$ cat config.mk
export PLATFORM = sky130hd
export DESIGN_NAME = dmc_top
export DESIGN_NICKNAME = d
export VERILOG_FILES = /design/src/pkg/dmc_pkg.sv /design/src/pkg/dmc_fifo_if.sv /design/src/hdl/dmc_fifo.sv /design/src/hdl/dmc_top.sv
export SDC_FILE = /design/constraint.sdc
export NUM_CORES = 1
export LEC_CHECK = 0
export ABC_AREA = 1
export BUFFER_PORTS_ARGS = -buffer_cell sky130_fd_sc_hd__buf_4
export CORE_MARGIN = 2
export CORE_UTILIZATION = 58
export DETAILED_ROUTE_END_ITERATION = 8
export GPL_ROUTABILITY_DRIVEN = 1
export PLACE_DENSITY = 0.81
export SYNTH_ARGS = -nofsm -noshare
export SYNTH_HDL_FRONTEND = slang
export SYNTH_HIERARCHICAL = 1
export SYNTH_SLANG_ARGS = --single-unit
export TNS_END_PERCENT = 10
$ cat constraint.sdc
create_clock -name clk_sys -period 16.9 [get_ports clk_sys]
set_input_delay 3.38 -clock clk_sys [delete_from_list [all_inputs] [get_ports clk_sys]]
set_output_delay 3.38 -clock clk_sys [all_outputs]
set_load 0.03 [all_outputs]
$ cat src/pkg/dmc_pkg.sv
// Shared constants and types of the four-channel transfer controller.
// Assumes a single 125 MHz clock and synchronous pin inputs.
package dmc_pkg;

  // ----------------------------------------------------------------
  // Widths
  // ----------------------------------------------------------------
  localparam int NUM_CH     = 4;
  localparam int ADDR_W     = 24;
  localparam int DATA_W     = 16;
  localparam int CNT_W      = 16;
  localparam int FIFO_DEPTH = 16;

  typedef logic [ADDR_W-1:0] dmc_addr_t;
  typedef logic [DATA_W-1:0] dmc_data_t;
  typedef logic [CNT_W-1:0]  dmc_cnt_t;
  typedef logic [1:0]        dmc_prio_t;

  // ----------------------------------------------------------------
  // Transfer protocols and operand sizes
  // ----------------------------------------------------------------
  typedef enum logic [1:0] {
    PROTO_EXP_ASYNC = 2'b00,
    PROTO_EXP_SLOW  = 2'b01,
    PROTO_IMP_ACK   = 2'b10,
    PROTO_IMP_RDY   = 2'b11
  } dmc_proto_t;

  typedef enum logic [1:0] {
    SZ_BYTE = 2'b00,
    SZ_WORD = 2'b01,
    SZ_LONG = 2'b10,
    SZ_RSVD = 2'b11
  } dmc_size_t;

  // ----------------------------------------------------------------
  // Bus exception codes
  // ----------------------------------------------------------------
  localparam logic [2:0] BEC_NONE  = 3'h0;
  localparam logic [2:0] BEC_HALT  = 3'h1;
  localparam logic [2:0] BEC_BERR  = 3'h2;
  localparam logic [2:0] BEC_RETRY = 3'h3;

  // ----------------------------------------------------------------
  // Controller states
  // ----------------------------------------------------------------
  typedef enum logic [2:0] {
    ST_IDLE   = 3'b000,
    ST_REGACC = 3'b001,
    ST_ARB    = 3'b010,
    ST_ADR    = 3'b011,
    ST_STB    = 3'b100,
    ST_WAIT   = 3'b101,
    ST_REL    = 3'b110,
    ST_HALT   = 3'b111
  } dmc_state_t;

  // ----------------------------------------------------------------
  // Timing
  // ----------------------------------------------------------------
  localparam int CLK_NS      = 8;
  localparam int SLOW_STB_NS = 1000;
  localparam int SLOW_STB_CYC = (SLOW_STB_NS + CLK_NS - 1) / CLK_NS;
  localparam logic [7:0] SLOW_STB_CNT = 8'(SLOW_STB_CYC);

endpackage

$ cat src/pkg/dmc_fifo_if.sv
// Carrier between the controller and its operand FIFO.
// Assumes both ends share clk_sys.
`timescale 1ns/100ps
interface dmc_fifo_if #(parameter int W = 16);
  logic [W-1:0] in_data;
  logic         in_valid;
  logic         in_ready;
  logic [W-1:0] out_data;
  logic         out_valid;
  logic         out_ready;

  modport ctl (output in_data, in_valid, out_ready, input in_ready, out_data, out_valid);
  modport buf_side (input in_data, in_valid, out_ready, output in_ready, out_data, out_valid);
endinterface

$ cat src/hdl/dmc_fifo.sv
// Operand FIFO that holds data between source read and destination write.
// Assumes an active-low reset whose release is already synchronised.
`timescale 1ns/100ps
module dmc_fifo #(
  parameter int W     = 16,
  parameter int DEPTH = 16
) (
  // Clock and reset
  input wire logic     clk_sys,
  input wire logic     rst_n,
  // Data path
  dmc_fifo_if.buf_side f
);

  localparam int AW = $clog2(DEPTH);

  logic [W-1:0] mem_q [DEPTH];
  logic [AW-1:0] wr_q;
  logic [AW-1:0] rd_q;
  logic [AW:0]   cnt_q;
  wire           push = f.in_valid & f.in_ready;
  wire           pop  = f.out_valid & f.out_ready;

  assign f.in_ready  = (cnt_q != (AW+1)'(DEPTH));
  assign f.out_valid = (cnt_q != '0);
  assign f.out_data  = mem_q[rd_q];

  always_ff @(posedge clk_sys) begin
    if (push) begin
      mem_q[wr_q] <= f.in_data;
    end
  end

  always_ff @(posedge clk_sys or negedge rst_n) begin
    if (!rst_n) begin
      wr_q  <= '0;
      rd_q  <= '0;
      cnt_q <= '0;
    end else begin
      if (push) begin
        wr_q <= wr_q + 1'b1;
      end
      if (pop) begin
        rd_q <= rd_q + 1'b1;
      end
      cnt_q <= cnt_q + (AW+1)'(push) - (AW+1)'(pop);
    end
  end

endmodule // dmc_fifo

$ cat src/hdl/dmc_top.sv
// Four-channel transfer controller: idle, register access and bus-master states.
// Assumes channel setup held on ports by the processor side; mode, size and device address are read throughout the transfer.
`timescale 1ns/100ps
module dmc_top (
  // Clock and reset
  input  wire logic                   clk_sys,
  input  wire logic                   rstn,
  // Processor select
  input  wire logic                   cs_n,
  output logic                        reg_ack_n_q,
  // Channel setup
  input  wire logic [3:0]             ch_start,
  input  wire dmc_pkg::dmc_addr_t [3:0] ch_mem_addr,
  input  wire dmc_pkg::dmc_addr_t [3:0] ch_dev_addr,
  input  wire dmc_pkg::dmc_cnt_t  [3:0] ch_count,
  input  wire dmc_pkg::dmc_addr_t [3:0] ch_base_addr,
  input  wire dmc_pkg::dmc_cnt_t  [3:0] ch_base_count,
  input  wire logic [3:0]             ch_cont,
  input  wire dmc_pkg::dmc_prio_t [3:0] ch_prio,
  input  wire dmc_pkg::dmc_proto_t [3:0] ch_proto,
  input  wire dmc_pkg::dmc_size_t [3:0] ch_size,
  input  wire logic [3:0]             ch_port8,
  input  wire logic [3:0]             ch_to_dev,
  input  wire logic [3:0]             ch_auto,
  // Channel status
  output logic [3:0]                  ch_busy_q,
  output logic [3:0]                  ch_done_q,
  output logic [3:0]                  ch_err_q,
  // Bus arbitration
  output logic                        bus_req_n_q,
  input  wire logic                   bus_grant_n,
  input  wire logic                   as_in_n,
  // Master bus
  output dmc_pkg::dmc_addr_t          addr_q,
  output logic                        bus_oe_q,
  output logic                        as_n_q,
  output logic                        rw_q,
  output logic                        uds_n_q,
  output logic                        lds_n_q,
  input  wire dmc_pkg::dmc_data_t     data_in,
  output dmc_pkg::dmc_data_t          data_q,
  output logic                        data_oe_q,
  input  wire logic                   dtack_n,
  input  wire logic [2:0]             bec,
  // Device control
  input  wire logic [3:0]             req_n,
  output logic [3:0]                  ack_n_q,
  input  wire logic                   ready_n,
  output logic                        dtc_n_q
);
  import dmc_pkg::*;

  // ----------------------------------------------------------------
  // Reset release
  // ----------------------------------------------------------------
  logic rst_ff1_q;
  logic rst_n;
  always_ff @(posedge clk_sys or negedge rstn) begin
    if (!rstn) begin
      rst_ff1_q <= 1'b0;
      rst_n     <= 1'b0;
    end else begin
      rst_ff1_q <= 1'b1;
      rst_n     <= rst_ff1_q;
    end
  end

  // ----------------------------------------------------------------
  // Operand FIFO
  // ----------------------------------------------------------------
  dmc_fifo_if #(.W(DATA_W)) fq ();
  dmc_fifo #(.W(DATA_W), .DEPTH(FIFO_DEPTH)) u_fifo (
    .clk_sys (clk_sys),
    .rst_n   (rst_n),
    .f       (fq)
  );

  dmc_state_t state_q;
  logic [1:0] sel_q;
  logic [1:0] last_q;
  logic       wr_phase_q;
  logic       redo_q;
  logic [2:0] beat_q;
  logic [2:0] beats_q;
  dmc_addr_t  cur_addr_q;
  logic [7:0] stb_cnt_q;
  logic       push_q;
  logic       pop_q;
  dmc_data_t  push_data_q;
  logic       op_done_q;
  logic       berr_q;

  // ----------------------------------------------------------------
  // Channels
  // ----------------------------------------------------------------
  dmc_addr_t  maddr_q [NUM_CH];
  dmc_cnt_t   cnt_q   [NUM_CH];
  dmc_addr_t  baddr_q [NUM_CH];
  dmc_cnt_t   bcnt_q  [NUM_CH];
  logic [3:0] cont_q;
  logic [3:0] req_vec;

  genvar gi;
  generate
    for (gi = 0; gi < NUM_CH; gi++) begin : g_ch
      wire        mine  = (sel_q == 2'(gi));
      wire  [2:0] bytes = 3'h1 << ch_size[gi];
      assign req_vec[gi] = ch_busy_q[gi] & (ch_auto[gi] | ~req_n[gi]);
      always_ff @(posedge clk_sys or negedge rst_n) begin
        if (!rst_n) begin
          maddr_q[gi]   <= '0;
          cnt_q[gi]     <= '0;
          baddr_q[gi]   <= '0;
          bcnt_q[gi]    <= '0;
          cont_q[gi]    <= 1'b0;
          ch_busy_q[gi] <= 1'b0;
          ch_done_q[gi] <= 1'b0;
          ch_err_q[gi]  <= 1'b0;
        end else if (ch_start[gi]) begin
          maddr_q[gi]   <= ch_mem_addr[gi];
          cnt_q[gi]     <= ch_count[gi];
          baddr_q[gi]   <= ch_base_addr[gi];
          bcnt_q[gi]    <= ch_base_count[gi];
          cont_q[gi]    <= ch_cont[gi];
          ch_busy_q[gi] <= (ch_count[gi] != '0);
          ch_done_q[gi] <= 1'b0;
          ch_err_q[gi]  <= (ch_count[gi] == '0);
        end else if (berr_q && mine) begin
          ch_busy_q[gi] <= 1'b0;
          ch_err_q[gi]  <= 1'b1;
        end else if (op_done_q && mine) begin
          maddr_q[gi] <= maddr_q[gi] + ADDR_W'(bytes);
          cnt_q[gi]   <= cnt_q[gi] - 1'b1;
          if (cnt_q[gi] == CNT_W'(1)) begin
            if (cont_q[gi] && bcnt_q[gi] != '0) begin
              maddr_q[gi] <= baddr_q[gi];
              cnt_q[gi]   <= bcnt_q[gi];
              cont_q[gi]  <= 1'b0;
            end else begin
              ch_busy_q[gi] <= 1'b0;
              ch_done_q[gi] <= 1'b1;
            end
          end
        end
      end
    end
  endgenerate

  // ----------------------------------------------------------------
  // Priority pick: best level first, rotating among equals
  // ----------------------------------------------------------------
  function automatic logic [1:0] dmc_pick(input logic [3:0] req, input logic [7:0] pr,
                                          input logic [1:0] last);
    logic [1:0] best;
    logic [1:0] idx;
    logic       found;
    best     = 2'h3;
    found    = 1'b0;
    dmc_pick = last;
    for (int i = 0; i < 4; i++) begin
      if (req[i] && pr[2*i +: 2] < best) begin
        best = pr[2*i +: 2];
      end
    end
    for (int k = 1; k <= 4; k++) begin
      idx = last + 2'(k);
      if (!found && req[idx] && pr[2*idx +: 2] == best) begin
        dmc_pick = idx;
        found    = 1'b1;
      end
    end
  endfunction
  wire [1:0]  pick_ch  = dmc_pick(req_vec, ch_prio, last_q);
  wire        req_any  = |req_vec & ~op_done_q & ~berr_q;

  // ----------------------------------------------------------------
  // Decode of the selected channel
  // ----------------------------------------------------------------
  dmc_proto_t cur_proto;
  dmc_size_t  cur_size;
  assign cur_proto = ch_proto[sel_q];
  assign cur_size  = ch_size[sel_q];
  wire        cur_to_dev = ch_to_dev[sel_q];
  wire        cur_port8  = ch_port8[sel_q];
  wire        single     = cur_proto[1];
  wire        byte_beat  = cur_port8 | (cur_size == SZ_BYTE);
  wire [2:0]  op_bytes   = 3'h1 << cur_size;
  wire [2:0]  op_beats   = byte_beat ? op_bytes : (op_bytes >> 1);
  wire        cyc_rd     = single ? cur_to_dev : ~wr_phase_q;
  wire        use_dev    = ~single & (cur_to_dev == wr_phase_q);
  wire [23:0] cyc_addr   = use_dev ? ch_dev_addr[sel_q] : cur_addr_q;
  wire        a0         = cyc_addr[0];
  wire [7:0]  rd_byte    = a0 ? data_in[7:0] : data_in[15:8];
  wire [15:0] rd_word    = byte_beat ? {rd_byte, rd_byte} : data_in;
  wire [15:0] wr_word    = byte_beat ? {2{fq.out_data[7:0]}} : fq.out_data;
  wire        rdy_ok     = (cur_proto != PROTO_IMP_RDY) | ~ready_n;
  wire        slow_ok    = (cur_proto != PROTO_EXP_SLOW) | (stb_cnt_q == 8'h00);
  wire        term_ok    = ~dtack_n & rdy_ok & slow_ok;
  wire        adr_ok     = single | wr_phase_q | fq.in_ready;
  wire        last_beat  = (beat_q + 3'h1) >= beats_q;
  wire [23:0] beat_step  = byte_beat ? 24'h000001 : 24'h000002;

  assign fq.in_data   = push_data_q;
  assign fq.in_valid  = push_q;
  assign fq.out_ready = pop_q;

  // ----------------------------------------------------------------
  // Controller state machine
  // ----------------------------------------------------------------
  always_ff @(posedge clk_sys or negedge rst_n) begin
    if (!rst_n) begin
      state_q     <= ST_IDLE;
      sel_q       <= 2'h0;
      last_q      <= 2'h3;
      wr_phase_q  <= 1'b0;
      redo_q      <= 1'b0;
      beat_q      <= 3'h0;
      beats_q     <= 3'h1;
      cur_addr_q  <= '0;
      stb_cnt_q   <= 8'h00;
      push_q      <= 1'b0;
      pop_q       <= 1'b0;
      push_data_q <= '0;
      op_done_q   <= 1'b0;
      berr_q      <= 1'b0;
      reg_ack_n_q <= 1'b1;
      bus_req_n_q <= 1'b1;
      addr_q      <= '0;
      bus_oe_q    <= 1'b0;
      as_n_q      <= 1'b1;
      rw_q        <= 1'b1;
      uds_n_q     <= 1'b1;
      lds_n_q     <= 1'b1;
      data_q      <= '0;
      data_oe_q   <= 1'b0;
      ack_n_q     <= 4'hf;
      dtc_n_q     <= 1'b1;
    end else begin
      push_q    <= 1'b0;
      pop_q     <= 1'b0;
      op_done_q <= 1'b0;
      berr_q    <= 1'b0;
      dtc_n_q   <= 1'b1;
      if (stb_cnt_q != 8'h00) begin
        stb_cnt_q <= stb_cnt_q - 8'h01;
      end
      unique case (state_q)
        ST_IDLE: begin
          if (!cs_n) begin
            state_q     <= ST_REGACC;
            reg_ack_n_q <= 1'b0;
          end else if (req_any) begin
            state_q     <= ST_ARB;
            sel_q       <= pick_ch;
            bus_req_n_q <= 1'b0;
          end
        end
        ST_REGACC: begin
          if (cs_n) begin
            state_q     <= ST_IDLE;
            reg_ack_n_q <= 1'b1;
          end
        end
        ST_ARB: begin
          if (!bus_grant_n && as_in_n) begin
            state_q    <= ST_ADR;
            last_q     <= sel_q;
            cur_addr_q <= maddr_q[sel_q];
            beats_q    <= op_beats;
            beat_q     <= 3'h0;
            wr_phase_q <= 1'b0;
            bus_oe_q   <= 1'b1;
          end
        end
        ST_ADR: begin
          if (adr_ok) begin
            state_q   <= ST_STB;
            addr_q    <= cyc_addr;
            rw_q      <= cyc_rd;
            as_n_q    <= 1'b0;
            stb_cnt_q <= SLOW_STB_CNT;
          end
        end
        ST_STB: begin
          state_q <= ST_WAIT;
          uds_n_q <= byte_beat & a0;
          lds_n_q <= byte_beat & ~a0;
          if (single) begin
            ack_n_q[sel_q] <= 1'b0;
          end else if (!cyc_rd) begin
            data_q    <= wr_word;
            data_oe_q <= 1'b1;
          end
        end
        ST_WAIT: begin
          if (bec == BEC_HALT) begin
            state_q <= ST_HALT;
          end else if (bec == BEC_BERR) begin
            state_q     <= ST_IDLE;
            berr_q      <= 1'b1;
            pop_q       <= ~single & ~cyc_rd;
            bus_req_n_q <= 1'b1;
            bus_oe_q    <= 1'b0;
          end else if (bec == BEC_RETRY) begin
            state_q <= ST_REL;
            redo_q  <= 1'b1;
          end else if (term_ok) begin
            state_q <= ST_REL;
            redo_q  <= 1'b0;
            if (!single && cyc_rd) begin
              push_q      <= 1'b1;
              push_data_q <= rd_word;
            end
            if (!single && !cyc_rd) begin
              pop_q <= 1'b1;
            end
            if (single || !cyc_rd) begin
              dtc_n_q <= 1'b0;
            end
          end
          if (bec != BEC_NONE || term_ok) begin
            as_n_q    <= 1'b1;
            uds_n_q   <= 1'b1;
            lds_n_q   <= 1'b1;
            data_oe_q <= 1'b0;
            ack_n_q   <= 4'hf;
          end
        end
        ST_HALT: begin
          if (bec != BEC_HALT) begin
            state_q <= ST_ADR;
          end
        end
        ST_REL: begin
          if (redo_q) begin
            state_q <= ST_ADR;
          end else if (!single && !wr_phase_q) begin
            state_q    <= ST_ADR;
            wr_phase_q <= 1'b1;
          end else if (!last_beat) begin
            state_q    <= ST_ADR;
            beat_q     <= beat_q + 3'h1;
            wr_phase_q <= 1'b0;
            cur_addr_q <= cur_addr_q + beat_step;
          end else begin
            state_q     <= ST_IDLE;
            op_done_q   <= 1'b1;
            bus_req_n_q <= 1'b1;
            bus_oe_q    <= 1'b0;
          end
        end
      endcase
    end
  end
endmodule // dmc_top

### Yosys cells after proc, flatten, opt, wreduce, memory -nomap -nowiden

Memories as Yosys holds them, arrays and structs flattened.
Cells that the tools add are included.

* register bits: 471
* bits in writable memories: 256
* input bits: 490
* output and inout bits: 65
* memories: 1

Memory list
* u_fifo.mem_q: depth 16, width 16, read ports 1, clocked after Yosys merged registers in 0, wr ports 1, RTL line dmc_fifo.sv:17 `logic [W-1:0] mem_q [DEPTH];`

* $add $sub $neg: 18
* order comparisons: 12
* equal/unequal tests: 58
* shift-type cells: 9
* muxes and demuxes: 240
* bitwise operators: 41
* reductions and logical operators: 120

Operators with widths (count)
* two-way mux 24 bit: 28
* two-way mux 16 bit: 22
* two-way mux 1 bit: 132
* nonzero test 16 bit: 8
* adder 24 x 3 -> 24 bit: 4
* binary-select mux 24 bit (select 2 bit): 2
* equality test 16 x 1 -> 1 bit, second input constant: 4
* logical NOT 16 bit: 4
* subtractor 16 x 1 -> 16 bit, second input constant: 4
* != test 2 bit, second input constant: 26
* case mux 24 bit (2 select lines): 1
* two-way mux 3 bit: 15
* AND reduction 4 bit: 11
* nonzero test 2 bit: 21
* nonzero test 3 bit: 11
* two-way mux 8 bit: 4
* variable part select 8 x 4 -> 2 bit: 4
* logical AND 1 bit: 28
* two-way mux 2 bit: 14
* AND reduction 3 bit: 9
* adder 24 x 2 -> 24 bit: 1
* case mux 3 bit (8 select lines): 1
* != test 3 bit, second input constant: 6
* < comparator 2 x 3 -> 1 bit, second input constant: 5
* other kinds (50): 133

### Longest topological paths before layout

Gate-level depths: netlist of the first run.

* depth in word-level cells: 29
* depth in mapped cells: 27
* gate-level depth less buffers: 27

### By module

The synthesis of the first run kept the hierarchy.

By module, submodules not included
* dmc_top: instances 1, cells an instance 3508, area each 26319.0 um2, seq. area each 11478.5 um2
* dmc_fifo: instances 1, cells an instance 1103, area each 11554.8 um2, seq. area each 8012.7 um2

### Worst setup path before layout of the first run

OpenSTA, ideal clock, no wires.

* path kind: input -> register
* start: in ch_size[1] (netlist bit)
* end: reg cur_addr_q[20]
* setup time: 132 ps
* arrival: 6770 ps
* setup slack: 9998 ps
* stages: 22
* cell sequence: inv_1 o22ai_1 a21oi_1 o21a_1 inv_1 o21ai_1 clkbuf_1 ha_1 inv_1 fa_1 nor3_1 and3_1 nand3_1 nor2_1 inv_2 nor2_1 inv_2 nor3_1 nand2_1 xor2_1 a211oi_1 a21oi_1

* cells in the longest elaborated chain, start to end: 10

RTL lines
* start, declared: RTL line dmc_top.sv:21 `input wire dmc_pkg::dmc_size_t [3:0] ch_size,`
* binary-select mux 2 bit (select 2 bit): RTL line dmc_top.sv:182 `assign cur_size = ch_size[sel_q];`
* two-way mux 2 bit (not written as such): RTL line dmc_top.sv:182
* logical NOT 2 bit: RTL line dmc_top.sv:186 `wire byte_beat = cur_port8 | (cur_size == SZ_BYTE);`
* bitwise OR 1 bit: RTL line dmc_top.sv:186
* two-way mux 2 bit: RTL line dmc_top.sv:201 `wire [23:0] beat_step = byte_beat ? 24'h000001 : 24'h000002;`
* adder 24 x 2 -> 24 bit: RTL line dmc_top.sv:344 `cur_addr_q <= cur_addr_q + beat_step;`
* two-way mux 24 bit: RTL line dmc_top.sv:340 `end else if (!last_beat) begin`
* two-way mux 24 bit: RTL line dmc_top.sv:337 `end else if (!single && !wr_phase_q) begin`
* two-way mux 24 bit: RTL line dmc_top.sv:335 `if (redo_q) begin`
* case mux 24 bit (2 select lines): RTL line dmc_top.sv:247 `unique case (state_q)`
* end signal, assigned: RTL line dmc_top.sv:268 `cur_addr_q <= maddr_q[sel_q];`
* end signal, assigned: RTL line dmc_top.sv:344
* end, declared: RTL line dmc_top.sv:85 `dmc_addr_t cur_addr_q;`

No other way between the ends. The select of a mux whose other input is x is not followed.
A chain may end at the register's enable or synchronous reset.

### Worst setup path in the final report of the first run

* start: in ch_port8[3]
* end: reg cur_addr_q[20]

* cells in the longest elaborated chain, start to end: 9

RTL lines
* start, declared: RTL line dmc_top.sv:22 `input wire logic [3:0] ch_port8,`
* binary-select mux 1 bit (select 2 bit): RTL line dmc_top.sv:184 `wire cur_port8 = ch_port8[sel_q];`
* two-way mux 1 bit (not written as such): RTL line dmc_top.sv:184
* bitwise OR 1 bit: RTL line dmc_top.sv:186
* two-way mux 2 bit: RTL line dmc_top.sv:201
* adder 24 x 2 -> 24 bit: RTL line dmc_top.sv:344
* two-way mux 24 bit: RTL line dmc_top.sv:340
* two-way mux 24 bit: RTL line dmc_top.sv:337
* two-way mux 24 bit: RTL line dmc_top.sv:335
* case mux 24 bit (2 select lines): RTL line dmc_top.sv:247

No other way between the ends. The select of a mux whose other input is x is not followed.

==> impl_results.md, run 1 <==
* Initial antenna violation count at 10
* FF+latch count, synth at 727
* Worst Setup End Kind: register
* Vias in the first global route at 33000
* Setup Total Neg Slack at 0 ps
* R2R Path Start: sel_q[0]
* Die Span Y at 260 µm
* Share of cells above drive strength 1 at 15.7%
* Sink Count at 727
* Final period util at 40.5%
* Cell Count, Final, Fillers Out at 5998
* Worst Hold Launch: rst_ff1_q
* Post-synth EDFFs at 256
* Synth Flop Type: dfrtp_1
* Clock Path Buffers at 3
* VDD IR-drop max at 112 µV
* Vias per cell at 5.82
* Final Hold Fails at 0
* Area of the multi-input gates at 15900 µm²
* Mapped Cells at 4611
* Vias post-DR at 34900
* Mapped Area at 37900 µm²
* Die W at 260 µm
* CTS clock-pin slew for the worst setup and hold paths at 60 ps
* Lkg Pwr at 21.4 nW
* FMAX at 0.146 GHz
* Post-route ant nets at 0
* Core footprint at 64500 µm²
* Synth Warn # at 6
* Area Overhead vs Synth at 19.4%
* Ports at 555
* Hold Slack at 349 ps
* Finish-stage setup viols at 0
* Drt pass-1 iters at 6
* GPL Wtd Cong at 0.989
* Max-cap violation count at 0
* Measured slew at the worst slew-check pin at 1260 ps
* Most common cell in the synthesized netlist: nand2_1
* Post-CTS Setup Bufs at 0
* Residual DRC at 0
* Starting density of the core at 58.8%
* RSZ-0062 raised after global routing: false
* Synth top area cells: dfrtp_1 (30%), edfxtp_1 (20%), nand2_1 (16%)
* Total Power at 6.19 mW
* List of most frequent post-synthesis cells: nand2_1 (1644), dfrtp_1 (457), inv_1 (409)
* FFs w/ async S/R, synth at 64.8%
* Routed wire per std cell at 21.0 µm
* Uppermost routed layer: met5
* Reg area at 19500 µm²
* Met2 WL at 58300 µm
* Congestion Overflow GR at 0
* Total track usage at 36.5%
* Crit path time final at 6850 ps
* Syn_nets at 5148
* CTS resizes at 0
* Worst setup startpoint: ch_port8[3]
* Top cell type's share of synthesized area at 30.2%
* Die area at 67400 µm²
* Num rows at 93
* CTS Hold Buffers Added at 0
* Avg Synthesized Cell Area at 8.21 µm²
* Final Core Density at 70.2%
* Seq/Total Area, Yosys at 51.5%
* Worst path required time at 17420 ps
* Dpl cells at 5847
* Met1 WL at 48200 µm
* Clock Tree Root: clkbuf_16
* Skew-Pair Late Insertion Delay at 650 ps
* Max transition margin at 15.8%
* Setup Skew at 25.7 ps
* # nets final at 5609
* Fillers at 5115
* First-pass GRT wire length at 187000 µm
* CTS HTree Levels at 3
* Worst hold path type: reg2reg
* Worst-path fanout max at 15
* Critical path arrival at 7360 ps
* Routed wire length at 126000 µm
* Setup CP Type: in2reg
* CTS tree: built
* DR iter-0 viols at 3828
* Critical Path Source Type: input pin
* Port Buffers at 554
* PwrDens at 137 nW/µm²
* Final Slew Violations at 0
* Outcome: completed
* Area leader, netlist: dfrtp_1
* Largest net degree at the start of global routing at 104
* CTS Buf Count at 78
* Unique masters post-synth at 70
* Met3 WL at 12700 µm
* Detailed placement HPWL at 90000 µm
-- worst max-delay path, cell delays in order --
cell	delay [ps]
buf_4	110
a22o_1	220
a221oi_1	890
o21ai_1	150
buf_4	260
fa_1	420
nor3_1	300
and3_1	240
nand3_1	130
nor2_1	190
inv_2	50
nor2_1	180
inv_2	70
nor3_1	260
nand2_1	110
xor2_1	150
a211oi_1	190
a21oi_1	60
-- per-stage QoR --
step                      worst slack, ps  area (µm²)
after floorplan                      2820       37900
final                               10050       45200
after CTS                           10170       45200
after global routing                 9700       45200
after detailed placement             9510       42600
after global placement               9610       42600
-- area by class of cell --
class	count	area share (%)
antenna	6	0.0332
clock buffer	106	4.77
clock inverter	39	1.03
inverter	444	3.69
multi-input combinational	3228	35.2
sequential	727	43.1
tap	855	2.37
timing repair buffer	593	9.84
-- final timing paths --
kind                                       end  slack [ps]  cells past startpoint
worst min-delay path                     rst_n         350                      0
worst max register to register  cur_addr_q[20]       11620                     24
worst max-delay path            cur_addr_q[20]       10050                     18
max in group asynchronous           bcnt_q[52]       12950                      4
worst min register to register           rst_n         350                      0
min in group asynchronous           bcnt_q[35]         360                      0
-- sequential cells by signal, summed over array words and instances (netlist names), 2 cells and up --
signal        flops
ack_n_q           4
addr_q           24
baddr_q          96
bcnt_q           64
beat_q            3
beats_q           3
ch_busy_q         4
ch_done_q         4
ch_err_q          4
cnt_q            64
cont_q            4
cur_addr_q       24
data_q           16
fq.in_data       16
last_q            2
maddr_q          96
sel_q             2
state_q           3
stb_cnt_q         8
u_fifo/cnt_q      5
u_fifo/mem_q    256
u_fifo/rd_q       4
u_fifo/wr_q       4
-- metal layers --
layer | global-route usage, % | vias to the layer above
met5 | 0 | -
met3 | 7.92 | 347
li1 | - | 16200
met4 | 17.9 | 6
met2 | 57.7 | 1878
met1 | 48.0 | 16500
-- report_power, final --
group | leakage, nW | switching [mW] | internal (mW)
Clock | 1.29 | 0.753 | 1.00
Sequential | 8.00 | 0.352 | 2.13
Combinational | 12.1 | 1.30 | 0.643
-- cell usage in the layout (no fill, tap or decap), types with 14 or more instances in the layout --
master,n
o22ai_1,31
o211ai_1,106
a31oi_1,17
inv_2,28
nand4_1,31
o221ai_1,54
ha_1,41
nor2_2,21
o21ai_1,28
a41oi_1,29
clkinv_2,19
clkbuf_16,78
xnor2_1,30
xor2_1,110
inv_1,409
nand2_1,1643
nand3_1,180
nor2_1,330
clkbuf_1,18
a32o_1,16
nor4_1,40
dfrtp_1,454
o21ai_0,286
dfstp_2,14
edfxtp_1,256
a21oi_1,60
a22oi_1,32
nor3_1,41
buf_4,593
-- logic make-up (layout without fill, tap and decap cells) --
logic type | count (synthesis) | after routing | synth area share (%)
AO/OA/AOI/OAI | 725 | 725 | 12.3
XOR/XNOR | 140 | 140 | 3.24
adder cells (fa/ha/maj) | 47 | 47 | 1.67
buffers and inverters | 656 | 1182 | 6.84
flip-flops | 727 | 727 | 51.5
multiplexers | 2 | 2 | 0.0529
other | 1 | 7 | 0.00990
AND/OR/NAND/NOR | 2313 | 2313 | 24.4
(Power assumes the default switching activity.)
==> run 2: changes to the inputs <==
CORE_UTILIZATION = 52   (was 58)
PLACE_DENSITY = 0.77   (was 0.81)
clock period = 5.9 ns   (was 16.9 ns; I/O delays follow)
==> run 2 against run 1 <==
  * Die area grew 11%
  * First-iteration DRC count shrank 5.7%
  * Final cell count grew 1.5%
  * Critical path depth grew 2
  * Count of clock-buffer cells in the layout shrank 1
  * Worst hold slack lost 39 ps
  * Design area grew 0.61%
  * Setup slack lost 9200 ps
  * Power grew to 2.9 times the previous value
  * Clock power grew to 3.0 times the previous value
  * Combinational power grew to 2.8 times the previous value
  * Non-clock buffer count shrank 2
  * Critical endpoint unchanged
==> impl_results.md, run 2 (synthesis results as in run 1) <==
* Share of cells above drive strength 1 at 15.7% (about the same)
* Clock Tree Root: clkbuf_16 (unchanged)
* CTS Buf Count at 78 (unchanged)
* Total track usage at 32.8% (was 36.5%)
* Largest net degree at the start of global routing at 130 (was 104)
* RSZ-0062 raised after global routing: false (unchanged)
* # nets final at 5607 (was 5609)
* CTS HTree Levels at 3 (unchanged)
* Die Span Y at 274 µm (was 260 µm)
* Starting density of the core at 52.7% (was 58.8%)
* Num rows at 98 (was 93)
* Most common cell after layout, fill and taps aside: nand2_1 (unchanged)
* VDD IR-drop max at 333 µV (was 112 µV)
* Die area at 75000 µm² (was 67400 µm²)
* Core footprint at 71900 µm² (was 64500 µm²)
* DR iter-0 viols at 3608 (was 3828)
* Final Hold Fails at 0 (unchanged)
* Max-cap violation count at 0 (unchanged)
* Initial antenna violation count at 13 (was 10)
* GPL Wtd Cong at 0.947 (was 0.989)
* Drt pass-1 iters at 6 (unchanged)
* FMAX at 0.198 GHz
* Ports at 555 (unchanged)
* Critical Path Source Type: register (was input pin)
* Vias per cell at 5.66 (was 5.82)
* Setup Skew at 38.3 ps (was 25.7 ps)
* Detailed placement HPWL at 89900 µm (was 90000 µm)
* Final period util at 85.8%
* Sink Count at 727 (unchanged)
* Vias in the first global route at 33000 (about the same)
* Routed wire per std cell at 20.6 µm (was 21.0 µm)
* Cell Area, Placed at 42700 µm² (was 42600 µm²)
* Clock Path Buffers at 3 (unchanged)
* First-pass GRT wire length at 188000 µm (was 187000 µm)
* Worst-path fanout max at 20 (was 15)
* Max transition margin at 15.6% (was 15.8%)
* Measured slew at the worst slew-check pin at 1260 ps (about the same)
* Routed wire length at 126000 µm (about the same)
* Max reg flops at 256 (unchanged)
* Residual DRC at 0 (unchanged)
* Commonest cells after routing, fill and taps aside: nand2_1 (1643), buf_4 (589), dfrtp_1 (454), inv_1 (409), nor2_1 (330) (was nand2_1 (1643), buf_4 (593), dfrtp_1 (454), inv_1 (409), nor2_1 (330))
* Finished Cell Area at 45500 µm² (was 45200 µm²)
* Post-route ant nets at 0 (unchanged)
* Final Slew Violations at 0 (unchanged)
* Outcome: completed (unchanged)
* Worst hold path type: in2async (was reg2reg)
* Congestion Overflow GR at 0 (unchanged)
* CTS resizes at 0 (unchanged)
* CTS Hold Buffers Added at 0 (unchanged)
* Finish-stage setup viols at 0 (unchanged)
* Area Overhead vs Synth at 20.2% (was 19.4%)
* Worst Setup End Kind: register (unchanged)
* Critical path arrival at 5590 ps (was 7360 ps)
* Lkg Pwr at 21.5 nW (was 21.4 nW)
* Post-CTS Setup Bufs at 0 (unchanged)
* CTS clock-pin slew for the worst setup and hold paths at 60 ps (about the same)
* CTS tree: built (unchanged)
* PwrDens at 392 nW/µm² (was 137 nW/µm²)
* Reg with most FFs: u_fifo/mem_q (unchanged)
* Top Registers: u_fifo/mem_q: 256 flops, baddr_q: 96 flops, maddr_q: 96 flops (unchanged)
* Vias post-DR at 34400 (was 34900)
* Skew-Pair Late Insertion Delay at 650 ps (about the same)
* Die W at 274 µm (was 260 µm)
* Port Buffers at 554 (unchanged)
* Setup CP Type: reg2reg (was in2reg)
* Crit path time final at 5060 ps
* Worst path required time at 6430 ps (was 17420 ps)
* Setup Total Neg Slack at 0 ps (unchanged)
-- run 2: changes by cell type in the layout (fill, tap and decap cells not counted), moves of 4 or more --
cell	delta
buf_4	-4
bufinv_16	+4
clkbuf_1	-4
clkinv_2	-6
-- run 2: power breakdown --
| part | total [mW] | switching, mW | internal [mW] |
|---|---|---|---|
| Combinational | 5.51 | 3.67 | 1.83 |
| Sequential | 7.06 | 0.962 | 6.10 |
| Clock | 5.25 | 2.16 | 3.09 |
| Total | 17.8 | 6.79 | 11.0 |
-- run 2: area by class of cell --
cell class	count	area, µm²
Fill cell	6039	26300
Tap cell	950	1190
Clock buffer	105	2190
Inverter	444	1670
Timing Repair Buffer	591	4460
Antenna cell	5	12.5
Sequential cell	727	19500
Clock inverter	40	582
Multi-Input combinational cell	3228	15900
-- run 2: layer usage --
layer | up-vias | part of all wire [%] | track usage, %
met2 | 1602 | 46 | 52.1
met5 | - | 0.076 | 0
met1 | 16300 | 39 | 42.8
met4 | 14 | 5.3 | 16.2
met3 | 330 | 9.6 | 7.01
li1 | 16200 | - | -
-- run 2: path summary, 6_finish.rpt --
path | from | endpoint | slack (ps) | depth (start not counted)
max | sel_q[0] | cur_addr_q[20] | 840 | 20
min | rstn | rst_ff1_q | 310 | 1
max reg2reg | sel_q[0] | cur_addr_q[20] | 840 | 20
min reg2reg | rst_n | bcnt_q[36] | 340 | 0
max in group asynchronous | rst_n | baddr_q[1] | 4110 | 1
min in group clk_sys | rst_ff1_q | rst_n | 350 | 0
-- run 2: stage by stage --
| step | setup slack (ps) | instances | utilization, % | hold WS, ps | total power, mW |
|---|---|---|---|---|---|
| floorplan | 1200 | 4611 | - | 331 | 10.4 |
| global route | 607 | 6088 | 63.3 | 302 | 18.7 |
| CTS | 1020 | 6085 | 63.3 | 294 | 17.7 |
| global placement | 755 | 5940 | 59.5 | 334 | 12.4 |
| detailed placement | 694 | 5940 | 59.5 | 345 | 12.5 |
| finish | 839 | 6090 | 63.3 | 311 | 17.8 |
-- run 2: critical path: stages (launching register included) --
cell	delay, ps
dfrtp_1	480
nand2_1	110
buf_4	310
inv_2	80
a22o_1	210
a221oi_1	840
o21ai_1	230
buf_4	280
fa_1	420
nor3_1	310
and3_1	260
nand3_1	110
nor2_1	170
inv_2	50
nor2_1	210
inv_2	90
nor3_1	250
nand2_1	100
xor2_1	150
a211oi_1	190
a21oi_1	60
